### src/shared/cpusv_map.vh
// bit positions, reset values and opcode codes for the status/vector block
`ifndef CPUSV_MAP_VH
`define CPUSV_MAP_VH
`define CPUSV_PRIV_BIT 30
`define CPUSV_BANK_BIT 29
`define CPUSV_BLOCK_BIT 28
`define CPUSV_MASK_HI 7
`define CPUSV_MASK_LO 4
`define CPUSV_DSIGN_BIT 9
`define CPUSV_QSTEP_BIT 8
`define CPUSV_SAT_BIT 1
`define CPUSV_COND_BIT 0
`define CPUSV_VB_RESET 32'h00000000
`define CPUSV_MASK_RESET 4'hF
`define CPUSV_SEL_STATUS 2'h0
`define CPUSV_SEL_VBASE 2'h1
`define CPUSV_SEL_GBASE 2'h2
`define CPUSV_FLAG_DSIGN 2'h3
`define CPUSV_FLAG_QSTEP 2'h2
`define CPUSV_FLAG_SAT 2'h1
`define CPUSV_FLAG_COND 2'h0
`endif

### src/rtl/cpusv_regs.v
// processor status word, vector base and global base register
`timescale 1ns/1ps
`include "cpusv_map.vh"
module cpusv_regs (
    input wire clk,
    input wire nrst,
    // control load / store from the core
    input wire ctl_wr,
    input wire ctl_rd,
    input wire [1:0] ctl_sel,
    input wire [31:0] ctl_wdata,
    output reg [31:0] ctl_rdata,
    output reg ctl_fault,
    // single-flag update from flag instructions
    input wire flag_wr,
    input wire [1:0] flag_sel,
    input wire flag_val,
    // exception or interrupt accepted this cycle
    input wire evt_take,
    input wire evt_req,
    output reg evt_accept,
    output reg privilege_mode_bit,
    output reg bank_select_bit,
    output reg event_block_bit,
    output reg [3:0] level_mask_field,
    output reg div_sign_flag,
    output reg quot_step_flag,
    output reg sat_flag,
    output reg cond_flag,
    output reg [31:0] vector_base,
    output reg [31:0] global_base
);
    reg [31:0] status_word;
    reg priv_ok;
    reg wr_ok;
    reg st_wr;
    reg vb_wr;
    reg gb_wr;

    // next values of the privileged fields
    reg priv_d;
    reg bank_d;
    reg block_d;
    reg [3:0] mask_d;
    reg [31:0] vb_d;
    reg [31:0] gb_d;

    // next values of the user flags
    reg dsign_d;
    reg qstep_d;
    reg sat_d;
    reg cond_d;

    // next values of the read port and status pulses
    reg [31:0] rdata_d;
    reg fault_d;
    reg accept_d;

    // one target decode shared by the write, read and fault paths
    function sel_is;
        input [1:0] sel;
        input [1:0] code;
        begin
            sel_is = (sel == code);
        end
    endfunction

    // assemble the word; unused bits are hardwired zero
    always @* begin
        status_word = 32'h00000000;
        status_word[`CPUSV_PRIV_BIT] = privilege_mode_bit;
        status_word[`CPUSV_BANK_BIT] = bank_select_bit;
        status_word[`CPUSV_BLOCK_BIT] = event_block_bit;
        status_word[`CPUSV_MASK_HI:`CPUSV_MASK_LO] = level_mask_field;
        status_word[`CPUSV_DSIGN_BIT] = div_sign_flag;
        status_word[`CPUSV_QSTEP_BIT] = quot_step_flag;
        status_word[`CPUSV_SAT_BIT] = sat_flag;
        status_word[`CPUSV_COND_BIT] = cond_flag;
    end

    // user mode may only reach global base
    always @* begin
        priv_ok = privilege_mode_bit || sel_is(ctl_sel, `CPUSV_SEL_GBASE);
        wr_ok = ctl_wr && priv_ok;
        st_wr = wr_ok && sel_is(ctl_sel, `CPUSV_SEL_STATUS);
        vb_wr = wr_ok && sel_is(ctl_sel, `CPUSV_SEL_VBASE);
        gb_wr = wr_ok && sel_is(ctl_sel, `CPUSV_SEL_GBASE);
    end

    // privileged fields; exception entry overrides a same-cycle write
    always @* begin
        priv_d = privilege_mode_bit;
        bank_d = bank_select_bit;
        block_d = event_block_bit;
        mask_d = level_mask_field;
        vb_d = vector_base;
        gb_d = global_base;
        if (st_wr) begin
            priv_d = ctl_wdata[`CPUSV_PRIV_BIT];
            bank_d = ctl_wdata[`CPUSV_BANK_BIT];
            block_d = ctl_wdata[`CPUSV_BLOCK_BIT];
            mask_d = ctl_wdata[`CPUSV_MASK_HI:`CPUSV_MASK_LO];
        end
        if (vb_wr) begin
            vb_d = ctl_wdata;
        end
        if (gb_wr) begin
            gb_d = ctl_wdata;
        end
        // mask level is deliberately left alone on entry
        if (evt_take) begin
            priv_d = 1'b1;
            bank_d = 1'b1;
            block_d = 1'b1;
        end
    end

    // flag instructions work in any mode and win over a word write
    always @* begin
        dsign_d = div_sign_flag;
        qstep_d = quot_step_flag;
        sat_d = sat_flag;
        cond_d = cond_flag;
        if (st_wr) begin
            dsign_d = ctl_wdata[`CPUSV_DSIGN_BIT];
            qstep_d = ctl_wdata[`CPUSV_QSTEP_BIT];
            sat_d = ctl_wdata[`CPUSV_SAT_BIT];
            cond_d = ctl_wdata[`CPUSV_COND_BIT];
        end
        if (flag_wr) begin
            case (flag_sel)
                `CPUSV_FLAG_DSIGN: dsign_d = flag_val;
                `CPUSV_FLAG_QSTEP: qstep_d = flag_val;
                `CPUSV_FLAG_SAT: sat_d = flag_val;
                default: cond_d = flag_val;
            endcase
        end
    end

    // read data is zero unless a permitted read is under way
    always @* begin
        rdata_d = 32'h00000000;
        if (ctl_rd && priv_ok) begin
            case (ctl_sel)
                `CPUSV_SEL_STATUS: rdata_d = status_word;
                `CPUSV_SEL_VBASE: rdata_d = vector_base;
                `CPUSV_SEL_GBASE: rdata_d = global_base;
                // spare target: reads zero, writes are dropped
                default: rdata_d = 32'h00000000;
            endcase
        end
        fault_d = (ctl_wr || ctl_rd) && !priv_ok;
        // a request is looked at against the block bit as it stands now
        accept_d = evt_req && !event_block_bit;
    end

    always @(posedge clk or negedge nrst) begin
        if (!nrst) begin
            privilege_mode_bit <= 1'b1;
            bank_select_bit <= 1'b1;
            event_block_bit <= 1'b1;
            level_mask_field <= `CPUSV_MASK_RESET;
            vector_base <= `CPUSV_VB_RESET;
            global_base <= 32'h00000000;
        end else begin
            privilege_mode_bit <= priv_d;
            bank_select_bit <= bank_d;
            event_block_bit <= block_d;
            level_mask_field <= mask_d;
            vector_base <= vb_d;
            global_base <= gb_d;
        end
    end

    // user flags: no reset, so they stay undefined until written
    always @(posedge clk) begin
        div_sign_flag <= dsign_d;
        quot_step_flag <= qstep_d;
        sat_flag <= sat_d;
        cond_flag <= cond_d;
    end

    // registered read port, fault on privileged access from user mode
    always @(posedge clk or negedge nrst) begin
        if (!nrst) begin
            ctl_rdata <= 32'h00000000;
            ctl_fault <= 1'b0;
            evt_accept <= 1'b0;
        end else begin
            ctl_rdata <= rdata_d;
            ctl_fault <= fault_d;
            evt_accept <= accept_d;
        end
    end
endmodule // cpusv_regs

### config.mk
export PLATFORM = sky130hd
export DESIGN_NAME = cpusv_regs
export DESIGN_NICKNAME = d
export VERILOG_FILES = /design/src/rtl/cpusv_regs.v
export VERILOG_INCLUDE_DIRS = /design/src /design/src/shared
export SDC_FILE = /design/constraint.sdc
export NUM_CORES = 1
export LEC_CHECK = 0
export BUFFER_PORTS_ARGS = -buffer_cell sky130_fd_sc_hd__buf_2
export CAP_MARGIN = 5
export CORE_MARGIN = 8
export CORE_UTILIZATION = 45
export CTS_CLUSTER_SIZE = 14
export DETAILED_ROUTE_END_ITERATION = 12
export PLACE_DENSITY = 0.73
export SLEW_MARGIN = 20
export SYNTH_ARGS = -nofsm -noshare
export SYNTH_HDL_FRONTEND = slang
export SYNTH_SLANG_ARGS = --single-unit
### constraint.sdc
create_clock -name clk -period 2.6 [get_ports clk]
set_input_delay 0.26 -clock clk [delete_from_list [all_inputs] [get_ports clk]]
set_output_delay 0.26 -clock clk [all_outputs]
set_load 0.005 [all_outputs]
==> results.md, run 1 <==
* Worst VDD drop at 322.3 uV
* Post-CTS Setup Inserts at 0
* Worst-path fanout max at 13
* Synth warnings at 0
* Flops & latches, synth at 109
* Post-synth net total at 355
* PD cells at 724.9 nW/um^2
* Reg2Reg Setup Slack at 0.78 ns
* GPL Wtd Cong at 0.7400
* Drt pass-1 iters at 4
* Register clock-pin slew on the reported worst setup and hold paths at 0.10 ns
* Clock root buffer: clkbuf_8
* Post-Synthesis Cells at 311
* Worst hold path type: in2reg
* Worst-Margin Slew at 0.5459 ns
* # rows at 35
* FF-to-FF End: sat_flag
* Met2 GRT Util at 27.93%
* Total Routing Usage GR at 16.81%
* GR peak layer: met2
* Required time of the worst setup path at 2.85 ns
* N_diodes at 0
* Kind of critical path: reg2reg
* Via/cell ratio at 5.025
* Number of max-cap violations at 0
* Nets at 508
* DR vias at 3,005
* Final wirelength at 10,640 um
* Global-route wire length before repair at 17,170 um
* Total congestion overflow at 0
* Setup violations, final at 0
* DP HPWL at 7647 um
* Core area at 9240 um^2
* Max-slew violation count at 0
* Num ports at 153
* Worst Path Arrival at 2.07 ns
* Hold Vio Cnt, Final at 0
* CTS tree: yes
* RSZ-0062 raised after global routing: false
* Initial Util at 46.39%
* H-tree levels at 3
* WL per Instance at 17.79 um
* Initial drt markers at 96
* Lkg Pwr at 2.655 nW
* Clk buf depth at 2
* Vias in the first global route at 3,334
* Post-Syn Area at 4287 um^2
* Status: complete, no violations
* Crit path launch type: flip-flop
* Share of cells above drive strength 1 at 56.29%
* Most common cell after layout, fill and taps aside: buf_2
* Clock Skew at 0.01621 ns
* Syn_area_per_cell at 13.78 um^2
* CP endpoint: sat_flag
* Fillers at 797
* Area delta synth->final at 26.33%
* GRT met1 Usage at 19.16%
* Later-pin clock latency in the skew report at 0.36 ns
* # DRC at 0
* Worst Setup End Kind: flip-flop
* Worst r2r src: privilege_mode_bit
* Unique cell type count in the Yosys netlist at 30
* Period minus WS final at 1.824 ns
* Clk sinks at 109
* Synth area leaders: dfrtp_1 (57%), mux2_2 (20%), dfstp_2 (4.3%)
* Die area at 12,910 um^2
* Tcrit/Tclk final at 70.16%
* Pin count of the biggest net entering global routing at 106
* Yosys top cell area share at 57.21%
* Total power at 3.925 mW
* Die Height at 113.6 um
* Path depth of the worst reg2reg path at 3
* Sequential area share after synthesis at 63.37%
* CTS Buf Count at 9
* Yosys top cell by area: dfrtp_1
* Most frequent cells in the layout: buf_2 (151), dfrtp_1 (98), mux2_2 (77)
* Relative slew slack at 63.61%
* Critical path launch point: privilege_mode_bit
* Port bufs at 152
* Post-CTS sizing at 0
* Die width at 113.6 um
* Antenna viol nets, final at 0
* Initial antenna violation count at 0
* Fmax at 548.2 MHz
* Met3 usage in global routing at 6.867%
* Setup_tns at 0 ns
==> worst max-delay path, stage by stage (launching register included) <==
cell      delay (ns)
dfstp_2         0.61
and4bb_2        0.48
mux2_2          0.37
mux2_2          0.26
==> report_power, final <==
group	total, mW	internal, mW	leakage (nW)	switching [mW]
clock	0.952	0.381	0.0930	0.572
combinational	0.819	0.457	1.24	0.362
sequential	2.15	1.97	1.32	0.180
total	3.93	2.81	2.66	1.11
==> logic make-up (layout without fill, tap and decap cells) <==
family,Yosys count,in the layout,share of synthesized area (%)
AO/OA/AOI/OAI,38,38,5.984
multiplexers,84,84,22.01
AND/OR/NAND/NOR,61,61,6.480
buffers and inverters,19,177,2.160
flip-flops,109,109,63.37
==> layout make-up <==
cell class                      count  area, um^2  area share (%)
Clock buffer                       10       137.6           2.542
Clock inverter                      6       43.79          0.8087
Multi-Input combinational cell    183        1489           27.50
Timing Repair Buffer              160       863.3           15.94
Inverter                            1       3.754         0.06932
Tap cell                          129       161.4           2.981
Sequential cell                   109        2716           50.16
==> per-stage QoR <==
stage | area (um^2) | worst slack, ns | hold slack [ns] | instances | util [%]
2_1_floorplan | 4287 | 1.067 | -0.03559 | 311 | -
3_3_place_gp | 5224 | 0.7533 | 0.3675 | 581 | 56.53
3_5_place_dp | 5224 | 0.7306 | 0.3744 | 581 | 56.53
4_1_cts | 5415 | 0.7743 | 0.09706 | 598 | 58.61
5_1_grt | 5415 | 0.7257 | 0.1169 | 598 | 58.61
6_report | 5415 | 0.7758 | 0.1130 | 598 | 58.61
==> how the worst min path moves through the flow <==
stage,start,end,slack (ns),depth (start not counted)
after floorplan,nrst,ctl_fault,-0.04,0
after global placement,nrst,global_base[28],0.37,2
after detailed placement,nrst,ctl_rdata[28],0.37,2
after CTS,evt_req,evt_accept,0.1,2
after global routing,ctl_wdata[3],global_base[3],0.12,2
final,evt_req,evt_accept,0.11,2
==> synth_stat cells <==
| cell type | n |
|---|---|
| a32oi_1 | 1 |
| and4bb_2 | 1 |
| o21ai_1 | 1 |
| dfrtp_1 | 98 |
| dfxtp_1 | 4 |
| a22oi_1 | 21 |
| mux2_1 | 5 |
| nor2b_1 | 5 |
| clkbuf_1 | 1 |
| inv_1 | 1 |
| nand2_2 | 1 |
| nand2b_1 | 2 |
| nand3_1 | 1 |
| o21ai_0 | 1 |
| a21o_1 | 1 |
| buf_2 | 14 |
| a211o_1 | 2 |
| buf_4 | 1 |
| nor2_1 | 24 |
| mux2_2 | 77 |
| mux2i_1 | 2 |
| nand3b_1 | 1 |
| dfstp_2 | 7 |
| nand3_2 | 1 |
| nand2_1 | 22 |
| and2b_1 | 1 |
| nor3b_1 | 1 |
| a21oi_1 | 11 |
| nor3_1 | 1 |
| buf_1 | 2 |
==> per-layer routing <==
layer	up-vias	part of all wire [%]
met4	0	1.1
li1	1394	-
met1	1497	40
met3	9	9.6
met2	105	49
met5	-	0
==> sequential cells by signal, summed over array words and instances, names as in the netlist <==
| register | count |
|---|---|
| level_mask_field | 4 |
| ctl_fault | 1 |
| vector_base | 32 |
| div_sign_flag | 1 |
| privilege_mode_bit | 1 |
| event_block_bit | 1 |
| cond_flag | 1 |
| global_base | 32 |
| evt_accept | 1 |
| bank_select_bit | 1 |
| sat_flag | 1 |
| quot_step_flag | 1 |
| ctl_rdata | 32 |
==> what timing repair did <==
action,CTS,global route
hold buffers,1,0
endpoints found under the setup margin,0,0
hold endpoints to repair,98,0
No activity file was read; power rests on OpenSTA's default activity.
==> run 2, diff against run 1 <==
--- a/config.mk
+++ b/config.mk
@@ -6,6 +6,7 @@
 export SDC_FILE = /design/constraint.sdc
 export NUM_CORES = 1
 export LEC_CHECK = 0
+export ABC_AREA = 1
 export BUFFER_PORTS_ARGS = -buffer_cell sky130_fd_sc_hd__buf_2
 export CAP_MARGIN = 5
 export CORE_MARGIN = 8
==> constraint.sdc (replaced) <==
create_clock -name clk -period 1.76 [get_ports clk]
set_input_delay 0.176 -clock clk [delete_from_list [all_inputs] [get_ports clk]]
set_output_delay 0.176 -clock clk [all_outputs]
set_load 0.005 [all_outputs]
==> run 2 against run 1 <==
  * Core utilization down 1.2 points
  * Via count increased by 23%
  * Fmax rose by 33%
  * Largest cell class unchanged
  * Highest routed layer unchanged
==> results.md, run 2 <==
* Status: complete, no violations (unchanged)
* Fin area at 5615 um^2 (was 5415 um^2)
* Asr flop ratio synth at 96.33% (unchanged)
* Period minus WS final at 1.368 ns (was 1.824 ns)
* Synth warnings at 0 (unchanged)
* Crit path launch type: flip-flop (unchanged)
* Area delta synth->final at 23.84% (was 26.33%)
* FF-to-FF End: div_sign_flag (was sat_flag)
* Switching power at 1.641 mW (was 1.113 mW)
* Vias in the first global route at 3,928 (was 3,334)
* Fillers at 874 (was 797)
* Combinational fraction of design power at 19.2% (was 20.9%)
* Via/cell ratio at 4.785 (was 5.025)
* Final wirelength at 11,560 um (was 10,640 um)
* Initial Util at 46.39% (about the same)
* Die Height at 116.4 um (was 113.6 um)
* Initial drt markers at 200 (was 96)
* Later-pin clock latency in the skew report at 0.36 ns (about the same)
* Post-Route Utilization at 57.45% (was 58.61%)
* Required time of the worst setup path at 2.02 ns (was 2.85 ns)
* Hold Vio Cnt, Final at 0 (unchanged)
* Most frequent cells in the layout: nand2_1 (168), buf_2 (151), dfrtp_1 (98) (was buf_2 (151), dfrtp_1 (98), mux2_2 (77))
* Number of max-cap violations at 0 (unchanged)
* GPL Wtd Cong at 0.8058 (was 0.7400)
* Yosys top cell by area: dfrtp_1 (unchanged)
* Clock power share at 26.7% (was 24.3%)
* Post-synth EDFFs at 0 (unchanged)
* RSZ-0062 raised after global routing: false (unchanged)
* Relative slew slack at 70.80% (was 63.61%)
* Multi-input logic area at 1426 um^2 (was 1489 um^2)
* Reg2Reg Setup Slack at 0.39 ns (was 0.78 ns)
* DP HPWL at 8415 um (was 7647 um)
* DR vias at 3,699 (was 3,005)
* Pin count of the biggest net entering global routing at 65 (was 106)
* Num ports at 153 (unchanged)
* Fmax at 731.1 MHz (was 548.2 MHz)
* Post-Synthesis Cells at 486 (was 311)
* Total congestion overflow at 0 (unchanged)
* Clock root buffer: clkbuf_8 (unchanged)
* Clk sinks at 109 (unchanged)
* Worst hold path type: in2reg (unchanged)
* Synth area leaders: dfrtp_1 (54%), nand2_1 (14%), o21ai_2 (5.8%) (was dfrtp_1 (57%), mux2_2 (20%), dfstp_2 (4.3%))
* Most common cell in the netlist: nand2_1 (was dfrtp_1)
* Core area at 9774 um^2 (was 9240 um^2)
* Antenna viol nets, final at 0 (unchanged)
* Total Routing Usage GR at 17.78% (was 16.81%)
* Lkg Pwr at 3.147 nW (was 2.655 nW)
* Top cells by count, synth: nand2_1 (168), dfrtp_1 (98), inv_1 (54) (was dfrtp_1 (98), mux2_2 (77), nor2_1 (24))
* CTS tree: yes (unchanged)
* Post-CTS Setup Inserts at 0 (unchanged)
* Regs by FF count: ctl_rdata: 32 flops, global_base: 32 flops, vector_base: 32 flops (unchanged)
* Worst-Margin Slew at 0.4380 ns (was 0.5459 ns)
* Path depth of the worst reg2reg path at 5 (was 3)
* Worst r2r src: privilege_mode_bit (unchanged)
* Yosys top cell area share at 54.08% (was 57.21%)
* Die width at 116.4 um (was 113.6 um)
* Clock Skew at 0.009628 ns (was 0.01621 ns)
* Sink of the worst hold path: evt_accept (unchanged)
* Initial antenna violation count at 0 (unchanged)
* Flops & latches, synth at 109 (unchanged)
* Sequential share of power at 54.1% (was 54.9%)
* Unique cell type count in the Yosys netlist at 22 (was 30)
* Top_reg_cell synth: dfrtp_1 (unchanged)
* Worst-path fanout max at 17 (was 13)
* Area after DPL at 5403 um^2 (was 5224 um^2)
* Global-route wire length before repair at 18,900 um (was 17,170 um)
* Max-slew violation count at 0 (unchanged)
* Most common cell after layout, fill and taps aside: nand2_1 (was buf_2)
* WHS Path Cells at 3 (was 2)
* Sequential area share after synthesis at 59.91% (was 63.37%)
* Post-Syn Area at 4534 um^2 (was 4287 um^2)
* Register clock-pin slew on the reported worst setup and hold paths at 0.09 ns (was 0.10 ns)
* Worst Path Arrival at 1.63 ns (was 2.07 ns)
* Setup_tns at 0 ns (unchanged)
* CTS Buf Count at 9 (unchanged)
* WL per Instance at 14.95 um (was 17.79 um)
* Worst Setup End Kind: flip-flop (unchanged)
* H-tree levels at 3 (unchanged)
* PD cells at 1021 nW/um^2 (was 724.9 nW/um^2)
* Tcrit/Tclk final at 77.71% (was 70.16%)
* Share of cells above drive strength 1 at 34.53% (was 56.29%)
* Net Sw Frac at 28.62% (was 28.36%)
* Drt pass-1 iters at 4 (unchanged)
* Nets at 679 (was 508)
* FF+latch area at 2716 um^2 (unchanged)
* Syn_area_per_cell at 9.330 um^2 (was 13.78 um^2)
* Die area at 13,540 um^2 (was 12,910 um^2)
* Kind of critical path: reg2reg (unchanged)
* Setup violations, final at 0 (unchanged)
* Hold Startpoint: evt_req (unchanged)
* Post-synth net total at 530 (was 355)
* N_diodes at 0 (unchanged)
* # DRC at 0 (unchanged)
* # rows at 36 (was 35)
* Worst VDD drop at 437.9 uV (was 322.3 uV)
* Clk buf depth at 2 (unchanged)
* Port bufs at 152 (unchanged)
* Hold_ws at 0.02618 ns (was 0.1130 ns)
* Internal cell power at 4.092 mW (was 2.812 mW)
==> run 2: changes by cell type after synthesis, sizes merged, moves of 21 or more <==
cell   before  now
a22oi      21    0
o21ai       2   69
nand2      23  169
inv         1   56
mux2       82    0
==> run 2: routing by layer <==
layer | global-route usage [%] | vias to the layer above | routed length (um)
li1 | - | 1831 | -
met1 | 21.02 | 1748 | 4856
met2 | 30.39 | 101 | 5709
met3 | 3.826 | 19 | 752
met4 | 8.124 | 0 | 240
met5 | 0 | - | 0
==> run 2: power groups by stage <==
| stage | clock, mW | sequential, mW | combinational (mW) |
|---|---|---|---|
| 6_report | 1.53 | 3.10 | 1.10 |
| 5_1_grt | 1.68 | 3.15 | 1.26 |
| 4_1_cts | 1.57 | 3.10 | 1.13 |
| 3_5_place_dp | 0 | 3.15 | 1.13 |
| 3_3_place_gp | 0 | 3.14 | 1.09 |
| 2_1_floorplan | 0 | 3.15 | 0.508 |
==> run 2: worst max-delay path by stage <==
stage,end,from
6_report,div_sign_flag,privilege_mode_bit
4_1_cts,quot_step_flag,privilege_mode_bit
3_3_place_gp,cond_flag,privilege_mode_bit
3_5_place_dp,quot_step_flag,privilege_mode_bit
5_1_grt,privilege_mode_bit,privilege_mode_bit
2_1_floorplan,bank_select_bit,privilege_mode_bit
==> run 2: timing repair <==
| action | CTS | global route |
|---|---|---|
| gates resized for setup | 0 | 0 |
| endpoints found under the setup margin | 0 | 0 |
| hold buffers | 1 | 0 |
| hold endpoints to repair | 24 | 0 |
==> run 2: final cells by class <==
type | count | share of cell area (%)
clock buffer | 13 | 2.830
timing repair buffer | 164 | 15.91
sequential | 109 | 48.37
inverter | 56 | 3.743
multi-input combinational | 295 | 25.40
clock inverter | 3 | 0.7799
tap | 133 | 2.963
==> run 2: logic make-up after synthesis <==
kind of cell	Yosys count	share of synthesized area, %
AO/OA/AOI/OAI	92	12.75
buffers and inverters	82	8.637
flip-flops	109	59.91
AND/OR/NAND/NOR	203	18.71
==> run 2: worst max-delay path, cell delays in order, from the launching register on <==
cell and delay [ns]:
dfstp_2 0.66, nand3_2 0.31, nand2_1 0.15, nand3_1 0.07, nand2_1 0.06, inv_1 0.03
==> run 2: through the flow <==
stage | setup slack (ns) | total power [mW] | cells
global placement | 0.4436 | 4.238 | 756
detailed placement | 0.3808 | 4.276 | 756
finish | 0.3922 | 5.733 | 773
global route | 0.2478 | 6.090 | 773
floorplan | 0.4934 | 3.658 | 486
CTS | 0.3750 | 5.807 | 773
==> run 3, diff against run 2 <==
--- a/config.mk
+++ b/config.mk
@@ -13,7 +13,7 @@
 export CORE_UTILIZATION = 45
 export CTS_CLUSTER_SIZE = 14
 export DETAILED_ROUTE_END_ITERATION = 12
-export PLACE_DENSITY = 0.73
+export PLACE_DENSITY = 0.76
 export SLEW_MARGIN = 20
 export SYNTH_ARGS = -nofsm -noshare
 export SYNTH_HDL_FRONTEND = slang
==> constraint.sdc (replaced) <==
create_clock -name clk -period 1.2 [get_ports clk]
set_input_delay 0.12 -clock clk [delete_from_list [all_inputs] [get_ports clk]]
set_output_delay 0.12 -clock clk [all_outputs]
set_load 0.005 [all_outputs]
==> run 3 against run 2 <==
  * The flow now finishes with violations (negative setup slack)
  * Power rose by 48%
  * Cell count rose by 2.1%
  * First-iteration DRC count rose by 22%
  * Clock power rose by 37%
  * Worst setup slack got worse by 0.46 ns
  * Non-clock buffer count rose by 16
  * Clock skew fell by 0.00065 ns
  * Sequential power rose by 47%
  * Register-to-register slack got worse by 0.46 ns
  * Cell area rose by 7.0%
==> results.md, run 3 (synthesized netlist as in run 2, its figures left out) <==
* Final wirelength at 12,290 um (was 11,560 um)
* Drt pass-1 iters at 5 (was 4)
* Initial drt markers at 243 (was 200)
* Tcrit/Tclk final at 105.3% (was 77.71%)
* Relative slew slack at 78.16% (was 70.80%)
* Max-slew violation count at 0 (unchanged)
* Antenna viol nets, final at 0 (unchanged)
* Final worst slack at -0.06331 ns (was 0.3922 ns)
* Period minus WS final at 1.263 ns (was 1.368 ns)
* Worst-Margin Slew at 0.3276 ns (was 0.4380 ns)
* Total Routing Usage GR at 17.66% (was 17.78%)
* Fin area at 6008 um^2 (was 5615 um^2)
* Most common cell after layout, fill and taps aside: nand2_1 (unchanged)
* Vias in the first global route at 3,847 (was 3,928)
* Area delta synth->final at 32.51% (was 23.84%)
* Pre-CTS setup slack at -0.04780 ns (was 0.3808 ns)
* Status: finished, violations left (was complete, no violations)
* Worst-path fanout max at 40 (was 17)
* Pin count of the biggest net entering global routing at 41 (was 65)
* Area after DPL at 5538 um^2 (was 5403 um^2)
* Total congestion overflow at 0 (unchanged)
* Lkg Pwr at 3.272 nW (was 3.147 nW)
* Clock root buffer: clkbuf_8 (unchanged)
* Nets at 695 (was 679)
* Total power at 8.459 mW (was 5.733 mW)
* Worst Setup End Kind: flip-flop (unchanged)
* Failing checks: negative setup slack
* Port bufs at 152 (unchanged)
* Hold Vio Cnt, Final at 0 (unchanged)
* # DRC at 0 (unchanged)
* Clk buf depth at 2 (unchanged)
* GPL Wtd Cong at 0.7697 (was 0.8058)
* Die width at 116.4 um (unchanged)
* PD cells at 1408 nW/um^2 (was 1021 nW/um^2)
* H-tree levels at 3 (unchanged)
* Multi-input logic area at 1574 um^2 (was 1426 um^2)
* RSZ-0062 raised after global routing: true (was false)
* Die area at 13,540 um^2 (unchanged)
* Register clock-pin slew on the reported worst setup and hold paths at 0.10 ns (was 0.09 ns)
* N_diodes at 0 (unchanged)
* Number of max-cap violations at 0 (unchanged)
* Share of cells above drive strength 1 at 40.24% (was 34.53%)
* CTS tree: yes (unchanged)
* Clk sinks at 109 (unchanged)
* Global-route wire length before repair at 18,820 um (was 18,900 um)
* Initial antenna violation count at 0 (unchanged)
* Worst Path Arrival at 1.50 ns (was 1.63 ns)
* Worst VDD drop at 684.6 uV (was 437.9 uV)
* Crit path launch type: flip-flop (unchanged)
* # rows at 36 (unchanged)
* Regs by FF count: ctl_rdata: 32 flops, global_base: 32 flops, vector_base: 32 flops (unchanged)
* Most frequent cells in the layout: nand2_1 (164), buf_2 (149), dfrtp_1 (98) (was nand2_1 (168), buf_2 (151), dfrtp_1 (98))
* Worst hold path type: in2reg (unchanged)
* WL per Instance at 15.57 um (was 14.95 um)
* Required time of the worst setup path at 1.44 ns (was 2.02 ns)
* Fillers at 841 (was 874)
* Kind of critical path: reg2reg (unchanged)
* Placed cell count at 764 (was 756)
* DR vias at 3,845 (was 3,699)
* Core area at 9774 um^2 (unchanged)
* Final Non-Filler Cells at 789 (was 773)
* Clock Skew at 0.008976 ns (was 0.009628 ns)
* Setup violations, final at 36 (was 0)
* Via/cell ratio at 4.873 (was 4.785)
* Post-Route Utilization at 61.47% (was 57.45%)
* Later-pin clock latency in the skew report at 0.36 ns (about the same)
* Num ports at 153 (unchanged)
* DP HPWL at 8713 um (was 8415 um)
* FF+latch area at 2716 um^2 (unchanged)
* CTS Buf Count at 9 (unchanged)
* Fmax at 791.6 MHz (was 731.1 MHz)
* Initial Util at 46.39% (unchanged)
* Die Height at 116.4 um (unchanged)
run 3: cell count changes in the layout (fill, tap and decap cells not counted), moves of 2 or more:
cell,delta
o21ai_2,+3
dlygate4sd3_1,+2
nand2_1,-4
a21oi_4,+4
nand2_2,+3
clkinvlp_4,+2
a21oi_2,+16
buf_4,+3
a21oi_1,-20
o21ai_0,-4
buf_2,-2
buf_12,+5
buf_6,+5
clkbuf_16,+2
run 3: path summary, 6_finish.rpt:
check | slack [ns] | startpoint | end | cells after the start
max | -0.06 | privilege_mode_bit | vector_base[18] | 5
min reg2reg | 0.48 | level_mask_field[1] | level_mask_field[1] | 2
max reg2reg | -0.06 | privilege_mode_bit | vector_base[18] | 5
max in group asynchronous | 0.47 | nrst | level_mask_field[3] | 3
min in group asynchronous | 0.20 | nrst | ctl_rdata[21] | 2
min | 0.01 | ctl_wdata[30] | privilege_mode_bit | 3
run 3: repair_timing:
item / 4_1_cts / 5_1_grt
gates resized for setup: 9 / 38
hold buffers: 3 / 0
pin swaps: 0 / 1
setup endpoints to repair: 38 / 77
buffers inserted: 3 / 1
cloned: 0 / 3
endpoints found under the hold margin: 101 / 0
run 3: stage by stage:
stage | hold slack, ns | setup TNS [ns]
2_1_floorplan | -0.1756 | 0
3_3_place_gp | 0.03911 | 0
3_5_place_dp | 0.04029 | -0.3741
4_1_cts | 0.001785 | -0.6928
5_1_grt | 0.0007677 | -3.939
6_report | 0.01410 | -1.002
run 3: final cells by class:
| cell class | instances | area share (%) |
|---|---|---|
| clock inverter | 3 | 0.3332 |
| tap | 133 | 2.770 |
| clock buffer | 13 | 2.811 |
| multi-input combinational | 295 | 26.20 |
| timing repair buffer | 180 | 19.10 |
| inverter | 56 | 3.582 |
| sequential | 109 | 45.21 |
run 3: where the power goes:
part	leakage (nW)	total, mW	internal (mW)	switching (mW)
combinational	1.81	1.80	0.833	0.963
sequential	1.37	4.56	4.19	0.377
clock	0.0917	2.10	0.925	1.17
run 3: worst max-delay path, cell delays in order, from the launching register on:
cell and delay (ns):
dfstp_2 0.58, buf_4 0.12, nand3_4 0.09, buf_12 0.19, nand2_1 0.08, o21ai_1 0.06
run 3: layer usage:
metal | track usage (%) | share of wire, % | up-vias | wire length, um
li1 | - | - | 1871 | -
met1 | 21.34 | 41 | 1825 | 5071
met2 | 30.82 | 52 | 138 | 6370
met3 | 3.257 | 5.7 | 11 | 695
met4 | 6.309 | 1.2 | 0 | 148
met5 | 0 | 0 | - | 0
